$ cat src/hdl/awh_pkg.sv
// Package for the alarm weekday/hour value register bank.
// Assumes a single APB clock domain; no other package is needed.
package awh_pkg;

   // ****************************************************************
   // Register map (byte addresses on the APB word grid)
   // ****************************************************************
   localparam logic [7:0]  ADDR_MONTH_DAY   = 8'h00;  // Alarm month/day value
   localparam logic [7:0]  ADDR_ALARM_WEEKDAY_DIGIT_HOUR   = 8'h04;  // Alarm weekday/hour value
   localparam logic [7:0]  ADDR_ALARM_CTRL  = 8'h08;  // Unlock, arm, mask
   localparam logic [7:0]  ADDR_CLOCK_NOW   = 8'h0C;  // Current clock digits
   localparam logic [7:0]  ADDR_STATUS      = 8'h10;  // Alarm status

   // ****************************************************************
   // Field layout
   // ****************************************************************
   localparam int          ALARM_WEEKDAY_DIGIT_LSB         = 8;      // Weekday digit 10:8
   localparam int          HTEN_LSB         = 4;      // Hour tens 5:4
   localparam int          HONE_LSB         = 0;      // Hour ones 3:0
   localparam logic [15:0] ALARM_WEEKDAY_DIGIT_HOUR_MASK   = 16'h073F;  // Implemented bits
   localparam logic [15:0] MONTH_DAY_MASK   = 16'h1F3F;  // Implemented bits
   localparam int          CTRL_UNLOCK_BIT  = 0;      // clock_write_unlock
   localparam int          CTRL_ARM_BIT     = 1;      // alarm_arm
   localparam int          CTRL_MASK_LSB    = 4;      // alarm_match_mask 7:4
   localparam int          STAT_FIRED_BIT   = 0;      // Sticky alarm-fired flag

   // ****************************************************************
   // Digit limits and match-mask codes
   // ****************************************************************
   localparam logic [2:0]  ALARM_WEEKDAY_DIGIT_MAX         = 3'h6;
   localparam logic [1:0]  HTEN_MAX         = 2'h2;
   localparam logic [3:0]  HONE_MAX         = 4'h9;
   localparam logic [3:0]  MASK_DAY         = 4'h6;   // Match hours
   localparam logic [3:0]  MASK_WEEK        = 4'h7;   // Match weekday and hours
   localparam logic [3:0]  MASK_MONTH       = 4'h8;   // Match day and hours
   localparam logic [3:0]  MASK_YEAR        = 4'h9;   // Match month, day and hours

endpackage : awh_pkg

$ cat src/hdl/awh_match.sv
// Alarm digit comparator: decides whether the running clock digits match
// the stored alarm digits under the selected match mask.
// Assumes clock digits arrive already synchronised to pclk.
module awh_match
   import awh_pkg::*;
(
   input  wire logic [3:0]  match_mask,   // Selects which digits must agree
   input  wire logic [15:0] alarm_wdhr,   // Stored weekday/hour value
   input  wire logic [15:0] alarm_mday,   // Stored month/day value
   input  wire logic [15:0] clock_wdhr,   // Running weekday/hour digits
   input  wire logic [15:0] clock_mday,   // Running month/day digits
   output logic             hit           // Combinational match result
);

   // ****************************************************************
   // Digit comparison
   // ****************************************************************
   logic hour_eq;  // Hour digits agree
   logic alarm_weekday_digit_eq;  // Weekday digit agrees
   logic day_eq;   // Day digits agree
   logic mon_eq;   // Month digits agree

   // Compare each field under its implemented-bit mask
   always_comb begin
      hour_eq = (alarm_wdhr[5:0] == clock_wdhr[5:0]);
      alarm_weekday_digit_eq = (alarm_wdhr[10:8] == clock_wdhr[10:8]);
      day_eq  = (alarm_mday[5:0] == clock_mday[5:0]);
      mon_eq  = (alarm_mday[12:8] == clock_mday[12:8]);
      // Only the modes whose digits this bank holds are decided here
      case (match_mask)
         MASK_DAY:   hit = hour_eq;
         MASK_WEEK:  hit = hour_eq && alarm_weekday_digit_eq;
         MASK_MONTH: hit = hour_eq && day_eq;
         MASK_YEAR:  hit = hour_eq && day_eq && mon_eq;
         default:    hit = 1'b0;
      endcase
   end

endmodule // awh_match

$ cat src/hdl/awh_regs.sv
// Alarm weekday/hour and month/day value registers with an APB slave.
// Assumes clock digits come from another domain and are synchronised here;
// the arm bit is cleared by hardware when the alarm fires.

module awh_regs
   import awh_pkg::*;
(
   input  wire logic        pclk,            // APB clock, 40 MHz
   input  wire logic        presetn,         // Asynchronous reset, active low
   input  wire logic        psel,            // APB select
   input  wire logic        penable,         // APB access phase
   input  wire logic        pwrite,          // APB direction, high for write
   input  wire logic [7:0]  paddr,           // APB byte address
   input  wire logic [31:0] pwdata,          // APB write data
   input  wire logic [3:0]  pstrb,           // APB byte strobes
   output logic [31:0]      prdata,          // APB read data
   output logic             pready,          // APB ready
   output logic             pslverr,         // APB error
   input  wire logic [15:0] clock_wdhr_in,   // Running weekday/hour, async
   input  wire logic [15:0] clock_mday_in,   // Running month/day, async
   output logic             alarm_event      // One-cycle alarm pulse
);

   // ****************************************************************
   // State
   // ****************************************************************
   typedef struct packed {
      logic [15:0] wdhr;         // alarm_weekday_hour_reg
      logic [15:0] mday;         // alarm_month_day_value
      logic        unlock;       // clock_write_unlock
      logic        arm;          // alarm_arm
      logic [3:0]  mask;         // alarm_match_mask
      logic        fired;        // Sticky alarm-fired flag
      logic        hit_d;        // Last match, for edge detection
      logic        event_p;      // Alarm pulse
      logic [31:0] rdata;        // Registered read data
      logic        err;          // Registered error answer
      logic        done;         // Access answered this cycle
      logic [15:0] cw_s1;        // Sync stage 1, weekday/hour
      logic [15:0] cw_s2;        // Sync stage 2, weekday/hour
      logic [15:0] cm_s1;        // Sync stage 1, month/day
      logic [15:0] cm_s2;        // Sync stage 2, month/day
      logic [15:0] cw_s3;        // Settle stage, weekday/hour
      logic [15:0] cm_s3;        // Settle stage, month/day
      logic [15:0] cw_ok;        // Settled weekday/hour word
      logic [15:0] cm_ok;        // Settled month/day word
   } awh_state_s;

   awh_state_s st_reg;   // Current state
   awh_state_s st_next;  // Next state
   logic       hit;      // Comparator result

   // ****************************************************************
   // Comparator
   // ****************************************************************
   awh_match u_match (
      .match_mask (st_reg.mask),
      .alarm_wdhr (st_reg.wdhr),
      .alarm_mday (st_reg.mday),
      .clock_wdhr (st_reg.cw_ok),
      .clock_mday (st_reg.cm_ok),
      .hit        (hit)
   );

   // ****************************************************************
   // Next-state logic
   // ****************************************************************
   logic        acc;      // Access phase, answered in its second cycle
   logic        wr;       // Write takes effect
   logic [15:0] wd_lo;    // Low half of write data after strobes
   logic        fire;     // Alarm fires this cycle

   // One wait state keeps read data registered and the answer simple
   always_comb begin
      st_next = st_reg;
      acc     = psel && penable && !st_reg.done;
      wr      = acc && pwrite;
      wd_lo   = {pstrb[1] ? pwdata[15:8] : 8'h00, pstrb[0] ? pwdata[7:0] : 8'h00};
      // Synchronisers: stage 1 is read only by stage 2
      st_next.cw_s1 = clock_wdhr_in;
      st_next.cw_s2 = st_reg.cw_s1;
      st_next.cm_s1 = clock_mday_in;
      st_next.cm_s2 = st_reg.cm_s1;
      // Third stage only feeds the settle test; stage 1 stays private to stage 2
      st_next.cw_s3 = st_reg.cw_s2;
      st_next.cm_s3 = st_reg.cm_s2;
      // A multi-bit word may be caught mid-change, so only a word seen twice in a row
      // is passed on; this assumes the running clock changes far slower than pclk
      if (st_reg.cw_s2 == st_reg.cw_s3) begin
         st_next.cw_ok = st_reg.cw_s2;
      end
      if (st_reg.cm_s2 == st_reg.cm_s3) begin
         st_next.cm_ok = st_reg.cm_s2;
      end
      st_next.done  = acc;
      st_next.err   = 1'b0;
      st_next.rdata = 32'h0000_0000;
      // Rising match edge fires once while armed, then disarms
      fire            = st_reg.arm && hit && !st_reg.hit_d;
      st_next.hit_d   = hit;
      st_next.event_p = fire;
      if (fire) begin
         st_next.arm   = 1'b0;
         st_next.fired = 1'b1;
      end
      if (wr) begin
         case (paddr)
            ADDR_ALARM_WEEKDAY_DIGIT_HOUR: begin
               // Locked writes are dropped silently
               if (st_reg.unlock) begin
                  st_next.wdhr = wd_lo & ALARM_WEEKDAY_DIGIT_HOUR_MASK;
               end
            end
            ADDR_MONTH_DAY:  st_next.mday = wd_lo & MONTH_DAY_MASK;
            ADDR_ALARM_CTRL: begin
               st_next.unlock = wd_lo[CTRL_UNLOCK_BIT];
               // A fire in the same cycle wins over software re-arming
               st_next.arm    = wd_lo[CTRL_ARM_BIT] && !fire;
               st_next.mask   = wd_lo[CTRL_MASK_LSB +: 4];
            end
            ADDR_STATUS: begin
               // Write one to clear; a new fire wins
               if (wd_lo[STAT_FIRED_BIT] && !fire) begin
                  st_next.fired = 1'b0;
               end
            end
            ADDR_CLOCK_NOW: st_next.err = 1'b1;   // Read-only
            default:        st_next.err = 1'b1;   // Unmapped
         endcase
      end else if (acc) begin
         case (paddr)
            ADDR_ALARM_WEEKDAY_DIGIT_HOUR:  st_next.rdata = {16'h0000, st_reg.wdhr & ALARM_WEEKDAY_DIGIT_HOUR_MASK};
            ADDR_MONTH_DAY:  st_next.rdata = {16'h0000, st_reg.mday & MONTH_DAY_MASK};
            ADDR_ALARM_CTRL: st_next.rdata = {24'h00_0000, st_reg.mask, 2'b00, st_reg.arm, st_reg.unlock};
            ADDR_CLOCK_NOW:  st_next.rdata = {st_reg.cm_ok, st_reg.cw_ok};
            ADDR_STATUS:     st_next.rdata = {31'h0000_0000, st_reg.fired};
            default:         st_next.err   = 1'b1;
         endcase
      end
   end

   // ****************************************************************
   // State register
   // ****************************************************************
   // Alarm values need no defined start in use; zero here gives a clean start
   always_ff @(posedge pclk or negedge presetn) begin
      if (!presetn) begin
         st_reg <= '0;
      end else begin
         st_reg <= st_next;
      end
   end

   // ****************************************************************
   // Outputs
   // ****************************************************************
   assign pready      = st_reg.done;
   assign prdata      = st_reg.rdata;
   assign pslverr     = st_reg.done && st_reg.err;
   assign alarm_event = st_reg.event_p;

   // ****************************************************************
   // Assertions
   // ****************************************************************
   a_locked_write_ignored: assert property (@(posedge pclk) disable iff (!presetn)
      (psel && penable && pwrite && !pready && paddr == ADDR_ALARM_WEEKDAY_DIGIT_HOUR && !st_reg.unlock)
      |=> $stable(st_reg.wdhr))
      else $error("weekday/hour changed while locked");
   a_unlocked_write_taken: assert property (@(posedge pclk) disable iff (!presetn)
      (psel && penable && pwrite && !pready && paddr == ADDR_ALARM_WEEKDAY_DIGIT_HOUR && st_reg.unlock && pstrb == 4'hF)
      |=> st_reg.wdhr == ($past(pwdata[15:0]) & ALARM_WEEKDAY_DIGIT_HOUR_MASK))
      else $error("unlocked weekday/hour write lost");
   a_wdhr_read_zero: assert property (@(posedge pclk) disable iff (!presetn)
      (psel && penable && !pwrite && !pready && paddr == ADDR_ALARM_WEEKDAY_DIGIT_HOUR)
      |=> pready && prdata[15:11] == 5'h00 && prdata[7:6] == 2'h0)
      else $error("unimplemented bits read nonzero");
   a_alarm_weekday_digit_field: assert property (@(posedge pclk) disable iff (!presetn)
      (psel && penable && !pwrite && !pready && paddr == ADDR_ALARM_WEEKDAY_DIGIT_HOUR)
      |=> prdata[10:8] == $past(st_reg.wdhr[10:8]))
      else $error("weekday field misplaced");
   a_hour_field: assert property (@(posedge pclk) disable iff (!presetn)
      (psel && penable && !pwrite && !pready && paddr == ADDR_ALARM_WEEKDAY_DIGIT_HOUR)
      |=> prdata[5:0] == $past(st_reg.wdhr[5:0]))
      else $error("hour fields misplaced");
   a_dead_bits_store: assert property (@(posedge pclk) disable iff (!presetn)
      st_reg.wdhr[15:11] == 5'h00 && st_reg.wdhr[7:6] == 2'h0)
      else $error("stored value holds unimplemented bits");
   // Each digit lands in its own field when its byte lane is strobed
   a_alarm_weekday_digit_store: assert property (@(posedge pclk) disable iff (!presetn)
      (psel && penable && pwrite && !pready && paddr == ADDR_ALARM_WEEKDAY_DIGIT_HOUR && st_reg.unlock && pstrb[1])
      |=> st_reg.wdhr[ALARM_WEEKDAY_DIGIT_LSB +: 3] == $past(pwdata[ALARM_WEEKDAY_DIGIT_LSB +: 3]))
      else $error("weekday digit not stored");
   a_hour_tens_store: assert property (@(posedge pclk) disable iff (!presetn)
      (psel && penable && pwrite && !pready && paddr == ADDR_ALARM_WEEKDAY_DIGIT_HOUR && st_reg.unlock && pstrb[0])
      |=> st_reg.wdhr[HTEN_LSB +: 2] == $past(pwdata[HTEN_LSB +: 2]))
      else $error("hour tens digit not stored");
   a_hour_ones_store: assert property (@(posedge pclk) disable iff (!presetn)
      (psel && penable && pwrite && !pready && paddr == ADDR_ALARM_WEEKDAY_DIGIT_HOUR && st_reg.unlock && pstrb[0])
      |=> st_reg.wdhr[HONE_LSB +: 4] == $past(pwdata[HONE_LSB +: 4]))
      else $error("hour ones digit not stored");
   // An unstrobed lane is written as zero, not kept
   a_lane_cleared: assert property (@(posedge pclk) disable iff (!presetn)
      (psel && penable && pwrite && !pready && paddr == ADDR_ALARM_WEEKDAY_DIGIT_HOUR && st_reg.unlock && !pstrb[0])
      |=> st_reg.wdhr[HONE_LSB +: 4] == 4'h0)
      else $error("unstrobed hour lane kept old value");
   // The fired flag only falls on a clearing write
   a_fired_sticky: assert property (@(posedge pclk) disable iff (!presetn)
      (st_reg.fired && !(psel && penable && pwrite && !pready && paddr == ADDR_STATUS && pstrb[0]
                         && pwdata[STAT_FIRED_BIT]))
      |=> st_reg.fired)
      else $error("fired flag dropped without a clear");
   a_alarm_fires: assert property (@(posedge pclk) disable iff (!presetn)
      (st_reg.arm && hit && !st_reg.hit_d) |=> alarm_event ##1 !alarm_event)
      else $error("alarm pulse missing");
   a_alarm_disarms: assert property (@(posedge pclk) disable iff (!presetn)
      alarm_event |-> !st_reg.arm && st_reg.fired)
      else $error("alarm left armed after firing");

endmodule // awh_regs

$ cat config.mk
export PLATFORM = sky130hd
export DESIGN_NAME = awh_regs
export DESIGN_NICKNAME = d
export VERILOG_FILES = /design/src/hdl/awh_pkg.sv /design/src/hdl/awh_match.sv /design/src/hdl/awh_regs.sv
export SDC_FILE = /design/constraint.sdc
export NUM_CORES = 1
export LEC_CHECK = 0
export CAP_MARGIN = 30
export CELL_PAD_IN_SITES_DETAIL_PLACEMENT = 1
export CELL_PAD_IN_SITES_GLOBAL_PLACEMENT = 2
export CORE_MARGIN = 4
export CORE_UTILIZATION = 40
export CTS_CLUSTER_DIAMETER = 120
export DETAILED_ROUTE_END_ITERATION = 10
export DONT_BUFFER_PORTS = 1
export PLACE_DENSITY_LB_ADDON = 0.1
export SYNTH_ARGS = -nofsm -noshare
export SYNTH_HDL_FRONTEND = slang
export SYNTH_SLANG_ARGS = --single-unit
$ cat constraint.sdc
create_clock -name pclk -period 3 [get_ports pclk]
set_input_delay 0.3 -clock pclk [delete_from_list [all_inputs] [get_ports pclk]]
set_output_delay 0.3 -clock pclk [all_outputs]
set_load 0.01 [all_outputs]
=== Yosys cells after proc, flatten, opt, wreduce, memory -nomap -nowiden ===
Index checks and enable logic that the tools add are counted.

* Bits in registers: 191
* Input port bits: 81
* Logic and storage cells: 68

* Multiplexer cells: 15
* Equality and inequality tests: 14
* Reduce and logical (&&, ||, !) cells: 20

{| class="wikitable"
|+ Operators with widths
! cell !! number
|-
| case mux 32 bit (5 select lines) || 1
|-
| 2-to-1 mux 33 bit || 1
|-
| == test 16 bit || 2
|-
| 2-to-1 mux 32 bit || 1
|-
| == test 8 x 4 -> 1 bit (second input constant) || 2
|-
| == test 6 bit || 2
|-
| logical AND 1 bit || 11
|-
| 2-to-1 mux 5 bit || 2
|-
| == test 4 x 3 -> 1 bit (second input constant) || 2
|-
| == test 4 bit (second input constant) || 2
|-
| == test 8 x 3 -> 1 bit (second input constant) || 1
|-
| == test 8 x 5 -> 1 bit (second input constant) || 1
|-
| logical NOT 8 bit || 1
|-
| 2-to-1 mux 8 bit || 1
|-
| 2-to-1 mux 1 bit || 7
|-
| 2-to-1 mux 6 bit || 1
|-
| == test 5 bit || 1
|-
| OR reduction 5 bit || 1
|-
| case mux 1 bit (4 select lines) || 1
|-
| AND reduction 2 bit || 2
|-
| OR reduction 4 bit || 1
|-
| == test 3 bit || 1
|-
| logical NOT 1 bit || 3
|-
| AND reduction 3 bit || 1
|}

=== Longest topological paths before layout ===
Gate-level depths: netlist of run 1.

* Word-level depth: 11
* Depth in mapped cells: 7
* Depth with buffers taken out: 5

=== Modules after synthesis ===
A second synthesis of run 1 with hierarchy kept.

* Cells, all modules: 497
* Area, all modules: 7,048.0 um2

{| class="wikitable"
|+ By module, submodules not included
! module !! times used !! area an instance (um2) !! cells each
|-
| awh_regs || 1 || 6,759.0 || 461
|-
| awh_match || 1 || 289.0 || 36
|}

=== Worst setup path after synthesis of run 1 ===
No wires, ideal clock.

* Kind: register -> register
* From: register st_reg[166] in the netlist's numbering
* To: register st_reg[169] in the netlist's numbering
* Arrival time: 1,841 ps
* Stages on the path, launching flop included: 6
* Path slack: 1,036 ps
* Library setup time: 124 ps
* Clock period less this slack: 1,964 ps
* Path through: dfrtp_1 > or3b_1 > or4_1 > nor4_2 > a22oi_1 > o31a_1

{| class="wikitable"
|+ RTL lines
! item !! RTL line !! text
|-
| start: declaration || awh_regs.sv:49 || <nowiki>awh_state_s st_reg;</nowiki>
|-
| start signal: assignment || awh_regs.sv:150 || <nowiki>st_reg <= st_next;</nowiki>
|}

==> results of run 1 <==
==> power by group <==
part	internal, µW	switching (µW)
registers	2640	41.0
logic	72.4	42.5
clock network	1100	992
total	3820	1080
==> area by class of cell <==
cell class / instances / area share (%)
flip-flops and latches: 191 / 60.2
multi-input cells: 251 / 23.7
clock buffers: 19 / 5.58
repair buffers: 44 / 5.20
well taps: 225 / 3.54
clock inverters: 12 / 1.29
inverters: 10 / 0.473
==> layer usage <==
layer,global-route usage [%],vias to the layer above
met2,24.3,79
met1,20.4,1910
met3,3.55,14
li1,-,1678
met4,5.35,0
met5,0,-
==> worst paths after layout <==
| kind | startpoint | end | slack [ps] | cells after the start |
|---|---|---|---|---|
| setup / recovery | st_reg[167] | st_reg[169] | 820 | 5 |
| hold / removal | presetn | prdata[0] | -430 | 0 |
| setup reg to reg | st_reg[167] | st_reg[169] | 820 | 5 |
| hold reg to reg | st_next[111] | st_next[63] | 350 | 0 |
| max in group asynchronous | presetn | st_reg[52] | 3190 | 0 |
| min in group pclk | pstrb[1] | st_reg[182] | 20 | 2 |
==> metrics by stage <==
step / std cells / worst slack, ps / hold slack [ps] / power, µW / area, µm²
2_1_floorplan: 497 / 1040 / 4.41 / 2790 / 6990
3_3_place_gp: 688 / 792 / 9.40 / 2810 / 7070
3_5_place_dp: 688 / 786 / 8.47 / 2820 / 7070
4_1_cts: 752 / 744 / -453 / 4970 / 7940
5_1_grt: 752 / 647 / -459 / 5120 / 7940
6_report: 752 / 820 / -430 / 4900 / 7940
==> cells in the final DEF, fill, tap and decap left out, types with 4 or more instances in the layout <==
cell and instances:
nand3_1 7, clkbuf_16 17, nor4_2 4, and2_1 21, xnor2_1 37, dfrtp_1 191
o21ai_0 19, inv_6 4, xor2_1 15, o31ai_1 4, nand4_1 9, dlygate4sd3_1 33
mux2_2 35, nand2_1 33, nor3_1 5, inv_1 10, buf_4 11, nor2_1 14
a22o_1 5, mux2i_1 10, a22oi_1 10
==> cell families (layout without fill, tap and decap cells) <==
logic type / count (synthesis) / in the layout / synth area share, %
compound gates: 44 / 44 / 4.19
xor+xnor: 52 / 52 / 6.51
buf+inv: 55 / 85 / 4.80
flops: 191 / 191 / 68.4
mux: 47 / 47 / 7.71
simple gates: 108 / 108 / 8.43
==> flow_metrics.py, run 1 <==
metrics = {
    "status": {
        "status": "finished, violations left",
        "violations": "hold timing",
    },
    "synthesis": {
        "synth_common_cells": "dfrtp_1, xnor2_1, mux2_2, buf_4, nand2_1",
        "async_flop_share_pct": 100,
        "ys.flop_type": "dfrtp_1",
        "synthesis.area_um2": 6990,
        "syn_inst": 497,
        "synth_warnings": 0,
        "ys_seq_area_share_pct": 68.4,
        "ys_ff_latch": 191,
        "synth-edff-count": 0,
        "yosysTopAreaCellShare_pct": 68.4,
        "yosys.area.top_type": "dfrtp_1",
        "synth_fp_nets": 578,
        "yosysUniqueCellTypes": 37,
        "synth_most_common_cell": "dfrtp_1",
        "synth_area_leaders": "dfrtp_1, mux2_2, xnor2_1",
        "postSynthAreaPerCell_um2": 14.1,
    },
    "global_route": {
        "grtUsageTotal_pct": 15.2,
        "antenna_found_initial": 0,
        "grt-ovfl-total": 0,
        "grt_pass1_vias": 4008,
        "grt_pass1_wl_um": 22800,
        "grt_max_degree": 192,
    },
    "setup_path": {
        "path_class": "flop to flop",
        "slowest_delay_ps": 550,
        "slowest_stage": "or4_1",
        "path_delay_family": "simple AND/OR/NAND/NOR gates",
        "path_cells": "or3b_1 > or4_1 > nor4_2 > a22oi_1 > o31a_1",
        "critical_path_buf_inv_count": 0,
        "worstPathArrival_ps": 2490,
        "end_kind": "flop",
        "critPathRequiredTime_ps": 3310,
        "cp_max_fo": 4,
        "cp-start-kind": "flop",
    },
    "clock_network": {
        "cts.clk_slew.worst_paths_ps": 70,
        "cts_setup_buffers": 0,
        "cts_tree": "built",
        "htreeDepth": 4,
        "ctsResizeCount": 0,
        "cts_buffer_depth": 2,
        "ctsHoldBuffers": 33,
        "root_buffer": "clkbuf_16",
        "clk_latency_ps": 420,
        "cts.sinks": 191,
        "cts_buffers": 17,
    },
    "floorplanning": {
        "fp.dieArea_um2": 19700,
        "initial_core_util_pct": 40.6,
        "die_h_um": 140,
        "die_width_um": 140,
        "placementRows": 48,
        "top_level_ports": 116,
        "core_um2": 17200,
    },
    "timing": {
        "rsz0062_at_grt": "no",
        "min_period_ps": 2180,
        "relSlewSlack_pct": 52.5,
        "timing.final.crit_share_pct": 72.7,
        "setup_violations": 0,
        "timing.setup.tns_ps": 0,
        "worstMarginPinSlew_ps": 702,
        "whs_ps": -430,
        "finalMaxSlewViolations": 0,
        "timing.fmax_mhz": 459,
        "finalHoldViolCount": 191,
        "fin_skew_ps": 6.59,
    },
    "power_and_ir_drop": {
        "peakVddDrop_mv": 0.389,
        "p_leak_uw": 0.00359,
        "powerDensity_nw_per_um2": 616,
    },
    "detailed_routing": {
        "via_count": 3681,
        "routed.top_layer": "met4",
        "drtAntennaViolNets": 0,
        "drtIter0Drc": 146,
        "m1WireLength_um": 6460,
        "wirelength_um": 14100,
        "wl_per_cell_um": 18.7,
        "met3_length_um": 514,
        "post_drt_via_cell_ratio": 4.89,
        "drc": 0,
        "dr.pass1.iters": 5,
        "met2_length_um": 6910,
    },
    "place": {
        "gp_congestion": 0.778,
        "hpwl_um": 9530,
        "portBuffers": 0,
    },
    "min_path": {
        "hold_class": "input port to async pin",
    },
    "cells_and_area": {
        "layout-drive-gt1-share_pct": 16.1,
        "nNetsFinal": 596,
        "seqCellArea_um2": 4780,
        "multi_input_area_um2": 1890,
        "nFillCells": 1732,
        "antennaDiodeCount": 0,
        "area_growth_pct": 13.6,
        "largest_reg_flops": 93,
        "fin_util_pct": 46.1,
    },
    "flow_run": {
        "drv_cap": 0,
    },
}
Power figures use the tool's default switching activity.
==> inputs of run 2 (changes only) <==
- ABC_AREA: default -> 1
- clock period: 3 -> 2.12 ns (I/O delays scaled with it)
==> flow_metrics.py, run 2 <==
metrics = {
    "status": {
        "status": "finished, violations left",
        "violations": "hold timing",
    },
    "synthesis": {
        "yosysUniqueCellTypes": 35,
        "synth_fp_nets": 755,
        "postSynthAreaPerCell_um2": 11.1,
        "ys.flop_type": "dfrtp_1",
        "synth_most_common_cell": "dfrtp_1",
        "synth_area_leaders": "dfrtp_1, nand2_1, xnor2_1",
        "synth-xor-area-share_pct": 4.47,
        "synth-simple-area-share_pct": 19.2,
        "synth_common_cells": "dfrtp_1, nand2_1, inv_1, nand3_1",
        "synthMuxAreaShare_pct": 0,
        "async_flop_share_pct": 100,
        "synth_top_family_by_area": "simple AND/OR/NAND/NOR gates",
        "syn_inst": 674,
        "ys_ff_latch": 191,
        "synthesis.area_um2": 7450,
        "synthAdderAreaFrac_pct": 0,
        "ys_seq_area_share_pct": 64.1,
        "synth-edff-count": 0,
        "yosysTopAreaCellShare_pct": 64.1,
        "yosys.area.top_type": "dfrtp_1",
        "synth_warnings": 0,
        "synth-compound-area-share_pct": 4.60,
    },
    "timing": {
        "timing.final.crit_share_pct": 90.2,
        "worstMarginPinSlew_ps": 615,
        "fin_skew_ps": 8.28,
        "finalHoldViolCount": 191,
        "timing.fmax_mhz": 523,
        "setup_violations": 0,
        "rsz0062_at_grt": "no",
        "min_period_ps": 1910,
        "finalMaxSlewViolations": 0,
        "relSlewSlack_pct": 58.9,
        "whs_ps": -526,
        "timing.setup.tns_ps": 0,
    },
    "floorplanning": {
        "die_width_um": 144,
        "die_h_um": 144,
        "placementRows": 49,
        "fp.dieArea_um2": 20900,
        "initial_core_util_pct": 41.1,
        "core_um2": 18100,
        "top_level_ports": 116,
    },
    "setup_path": {
        "rr_startpoint": "pready",
        "timing.rr.end": "st_reg[182]",
        "r2r_slack_ps": 210,
        "cp-start-kind": "flop",
        "critPathLaunch": "pready",
        "worstPathArrival_ps": 2250,
        "cp_max_fo": 5,
        "endpoint": "st_reg[182]",
        "reg2regPathDepth": 6,
        "end_kind": "flop",
        "critPathRequiredTime_ps": 2460,
        "path_class": "flop to flop",
    },
    "global_route": {
        "grt_max_degree": 192,
        "antenna_found_initial": 1,
        "grt_pass1_vias": 4809,
        "grtUsageTotal_pct": 16.3,
        "grt_pass1_wl_um": 25900,
        "grt-ovfl-total": 0,
    },
    "clock_network": {
        "ctsResizeCount": 0,
        "cts.sinks": 191,
        "cts_buffers": 17,
        "clk_latency_ps": 430,
        "htreeDepth": 4,
        "root_buffer": "clkbuf_16",
        "cts_tree": "built",
        "cts.clk_slew.worst_paths_ps": 70,
        "cts_buffer_depth": 2,
        "cts_setup_buffers": 0,
        "ctsHoldBuffers": 45,
    },
    "detailed_routing": {
        "drtIter0Drc": 135,
        "drtAntennaViolNets": 0,
        "wirelength_um": 15600,
        "via_count": 4449,
        "wl_per_cell_um": 16.6,
        "post_drt_via_cell_ratio": 4.73,
        "drc": 0,
        "dr.pass1.iters": 4,
    },
    "cells_and_area": {
        "largest_reg_flops": 93,
        "final_common_cell": "dfrtp_1",
        "area_growth_pct": 13.6,
        "final_area_um2": 8470,
        "nNetsFinal": 778,
        "nFillCells": 1953,
        "final_cell_mix": "dfrtp_1, nand2_1, inv_1",
        "multi_input_area_um2": 2110,
        "seqCellArea_um2": 4780,
        "layout-drive-gt1-share_pct": 13.5,
    },
    "power_and_ir_drop": {
        "p_leak_uw": 0.00380,
        "powerDensity_nw_per_um2": 839,
        "seq_power_share_pct": 53.5,
        "p_switching_uw": 1650,
        "switching_share_pct": 23.2,
        "p_clk_share_pct": 43.7,
        "peakVddDrop_mv": 0.604,
        "power_frac_comb_pct": 2.8,
        "p_int_uw": 5460,
    },
    "place": {
        "portBuffers": 0,
        "placed_area_um2": 7430,
        "gp_congestion": 0.786,
        "hpwl_um": 10600,
    },
    "flow_run": {
        "drv_cap": 0,
    },
    "min_path": {
        "hold_class": "input port to async pin",
    },
}
## run 2: cell count changes after synthesis, sizes merged, moves of 10 or more
cell	previous run	this run
a21oi	0	13
a22oi	10	0
and2	21	1
inv	10	52
mux2	35	0
mux2i	10	0
nand2	33	165
nand3	7	43
nor2	14	52
o21ai	19	37
xor2	15	4
## run 2: worst min-delay path by stage
stage,start,to,slack [ps],depth (start not counted)
finish,presetn,st_reg[40],-530,0
CTS,presetn,st_next[42],-540,0
global route,presetn,st_next[42],-550,0
floorplan,presetn,alarm_event,-80,0
global placement,presetn,st_next[42],-80,0
detailed placement,presetn,st_next[42],-80,0
## run 2: per-layer routing
layer,track usage (%),share of wire [%],vias to the layer above
met2,25.4,47,80
met5,0,0,-
met3,3.80,3.9,10
met1,22.9,48,2211
li1,-,-,2148
met4,4.42,0.96,0
## run 2: area by class of cell
class | instances | area share, %
sequential | 191 | 56.4
inverter | 54 | 2.42
antenna | 1 | 0.0296
multi-input combinational | 381 | 24.9
clock buffer | 18 | 5.19
clock inverter | 14 | 1.71
timing repair buffer | 52 | 5.94
tap | 229 | 3.38
## run 2: logic make-up (layout without fill, tap and decap cells)
kind of cell,count (synthesis),in the layout
flip-flops,191,191
XOR/XNOR,38,38
AND/OR/NAND/NOR,286,286
buffers and inverters,102,138
other,0,1
AO/OA/AOI/OAI,57,57
## run 2: power by group through the flow
stage	logic [µW]	registers, µW	clock network, µW
after CTS	200	3800	3210
after global placement	130	3870	0
after floorplan	112	3860	0
after global routing	218	3810	3380
final	199	3800	3110
after detailed placement	133	3870	0
## run 2: metrics by stage
stage	setup slack [ps]	total power, µW	instances	hold WS [ps]	utilization (%)
detailed placement	303	4010	862	-75.3	40.9
global placement	356	4000	862	-75.2	40.9
floorplan	686	3970	674	-83.6	-
global route	86.1	7410	940	-553	46.7
CTS	217	7210	939	-545	46.6
finish	208	7110	940	-526	46.7
## run 2: critical path: stages (launching register included)
cell	delay [ps]
dfrtp_1	460
nor2_4	210
nand2_1	210
nor2_4	230
nand3_1	90
dlygate4sd3_1	560
o21ai_0	80
==> inputs of run 3 (changes only) <==
- CELL_PAD_IN_SITES_DETAIL_PLACEMENT: 1 -> 0
- CORE_MARGIN: 4 -> 2
- CORE_UTILIZATION: 40 -> 41
==> flow_metrics.py, run 3 (same netlist as run 2, synthesis figures left out) <==
metrics = {
    "timing": {
        "relSlewSlack_pct": 58.2,
        "timing.setup.tns_ps": 0,
        "timing.fmax_mhz": 538,
        "finalMaxSlewViolations": 0,
        "timing.final.crit_share_pct": 87.7,
        "setup_violations": 0,
        "min_period_ps": 1860,
        "finalHoldViolCount": 191,
        "whs_ps": -520,
        "worstMarginPinSlew_ps": 626,
        "rsz0062_at_grt": "no",
        "fin_skew_ps": 8.06,
    },
    "place": {
        "hpwl_um": 10200,
        "gp_congestion": 0.816,
        "portBuffers": 0,
    },
    "clock_network": {
        "clk_latency_ps": 420,
        "ctsResizeCount": 0,
        "cts_tree": "built",
        "htreeDepth": 4,
        "cts_buffer_depth": 2,
        "ctsHoldBuffers": 46,
        "root_buffer": "clkbuf_16",
        "cts_buffers": 17,
        "cts_setup_buffers": 0,
        "cts.sinks": 191,
        "cts.clk_slew.worst_paths_ps": 70,
    },
    "cells_and_area": {
        "nNetsFinal": 779,
        "final_cell_mix": "dfrtp_1, nand2_1, inv_1",
        "layout-drive-gt1-share_pct": 13.4,
        "final_common_cell": "dfrtp_1",
        "area_growth_pct": 13.9,
        "largest_reg_flops": 93,
    },
    "setup_path": {
        "slowest_delay_ps": 550,
        "cp_max_fo": 5,
        "worstPathArrival_ps": 2210,
        "end_kind": "flop",
        "cp-start-kind": "flop",
        "slowest_stage": "dlygate4sd3_1",
        "path_cells": "nor2_4 > nand2_1 > nor2_4 > nand3_1 > dlygate4sd3_1 > o21ai_0",
        "path_class": "flop to flop",
        "path_common_cell": "nor2_4",
        "critPathRequiredTime_ps": 2470,
    },
    "floorplanning": {
        "die_h_um": 139,
        "initial_core_util_pct": 41.6,
        "die_width_um": 139,
        "top_level_ports": 116,
        "fp.dieArea_um2": 19300,
        "core_um2": 17900,
        "placementRows": 49,
    },
    "detailed_routing": {
        "post_drt_via_cell_ratio": 4.71,
        "wirelength_um": 14700,
        "dr.pass1.iters": 4,
        "via_count": 4431,
        "drtAntennaViolNets": 0,
        "drc": 0,
        "drtIter0Drc": 177,
        "wl_per_cell_um": 15.7,
    },
    "status": {
        "violations": "hold timing",
        "status": "finished, violations left",
    },
    "global_route": {
        "grt-ovfl-total": 0,
        "antenna_found_initial": 1,
        "grt_pass1_wl_um": 24400,
        "grt_pass1_vias": 4521,
        "grtUsageTotal_pct": 16.2,
        "grt_max_degree": 192,
    },
    "power_and_ir_drop": {
        "peakVddDrop_mv": 0.548,
        "finalPower_uw": 7110,
        "powerDensity_nw_per_um2": 838,
        "p_leak_uw": 0.00381,
    },
    "min_path": {
        "hold_class": "input port to async pin",
    },
    "flow_run": {
        "drv_cap": 0,
    },
}
[run 3: changes by cell type in the layout (fill, tap and decap cells not counted), sizes merged]
cell and delta:
bufinv +1, clkinv +1, clkinvlp -1, dlygate4sd3 +1, inv -1
[run 3: cell type report]
| cell class | instances | area (µm²) |
|---|---|---|
| antenna | 1 | 2.50 |
| clock buffer | 18 | 429 |
| clock inverter | 14 | 149 |
| fill | 1718 | 9420 |
| inverter | 54 | 205 |
| multi-input combinational | 381 | 2110 |
| sequential | 191 | 4780 |
| tap | 229 | 287 |
| timing repair buffer | 53 | 526 |
[run 3: routing by layer]
metal  routed length (µm)  GRT usage [%]  vias up
met3                  594           4.32       16
met5                    0              0        -
met2                 6650           24.0       93
li1                     -              -     2151
met1                 7260           23.6     2171
met4                  228           4.52        0
[run 3: worst paths after layout]
check,start,endpoint,slack (ps),depth (start not counted)
max in group asynchronous,presetn,st_reg[163],2300,0
min reg2reg,st_next[102],st_next[54],350,0
min,presetn,st_next[71],-520,0
max,pready,st_reg[182],260,6
min in group pclk,pwdata[4],st_reg[191],20,2
max reg2reg,pready,st_reg[182],260,6
[run 3: report_power, final]
group | internal, µW | leakage (µW) | switching (µW)
clock network | 1670 | 0.000287 | 1450
logic | 112 | 0.00110 | 85.1
registers | 3740 | 0.00242 | 56.9
total | 5520 | 0.00381 | 1590
[run 3: per-stage QoR]
stage / hold WS [ps] / setup slack, ps / util, % / cells / instance area, µm²
3_3_place_gp: -78.1 / 355 / 41.6 / 862 / 7440
6_report: -520 / 262 / 47.4 / 941 / 8480
5_1_grt: -547 / 109 / 47.4 / 941 / 8480
3_5_place_dp: -78.9 / 309 / 41.6 / 862 / 7440
2_1_floorplan: -83.6 / 686 / - / 674 / 7450
4_1_cts: -540 / 241 / 47.4 / 940 / 8480
[run 3: critical path: cells and delay by family, from the launching register on]
kind / cells / cell delay (ps)
compound gates: 1 / 70
flops: 1 / 450
simple gates: 4 / 710
buf+inv: 1 / 550
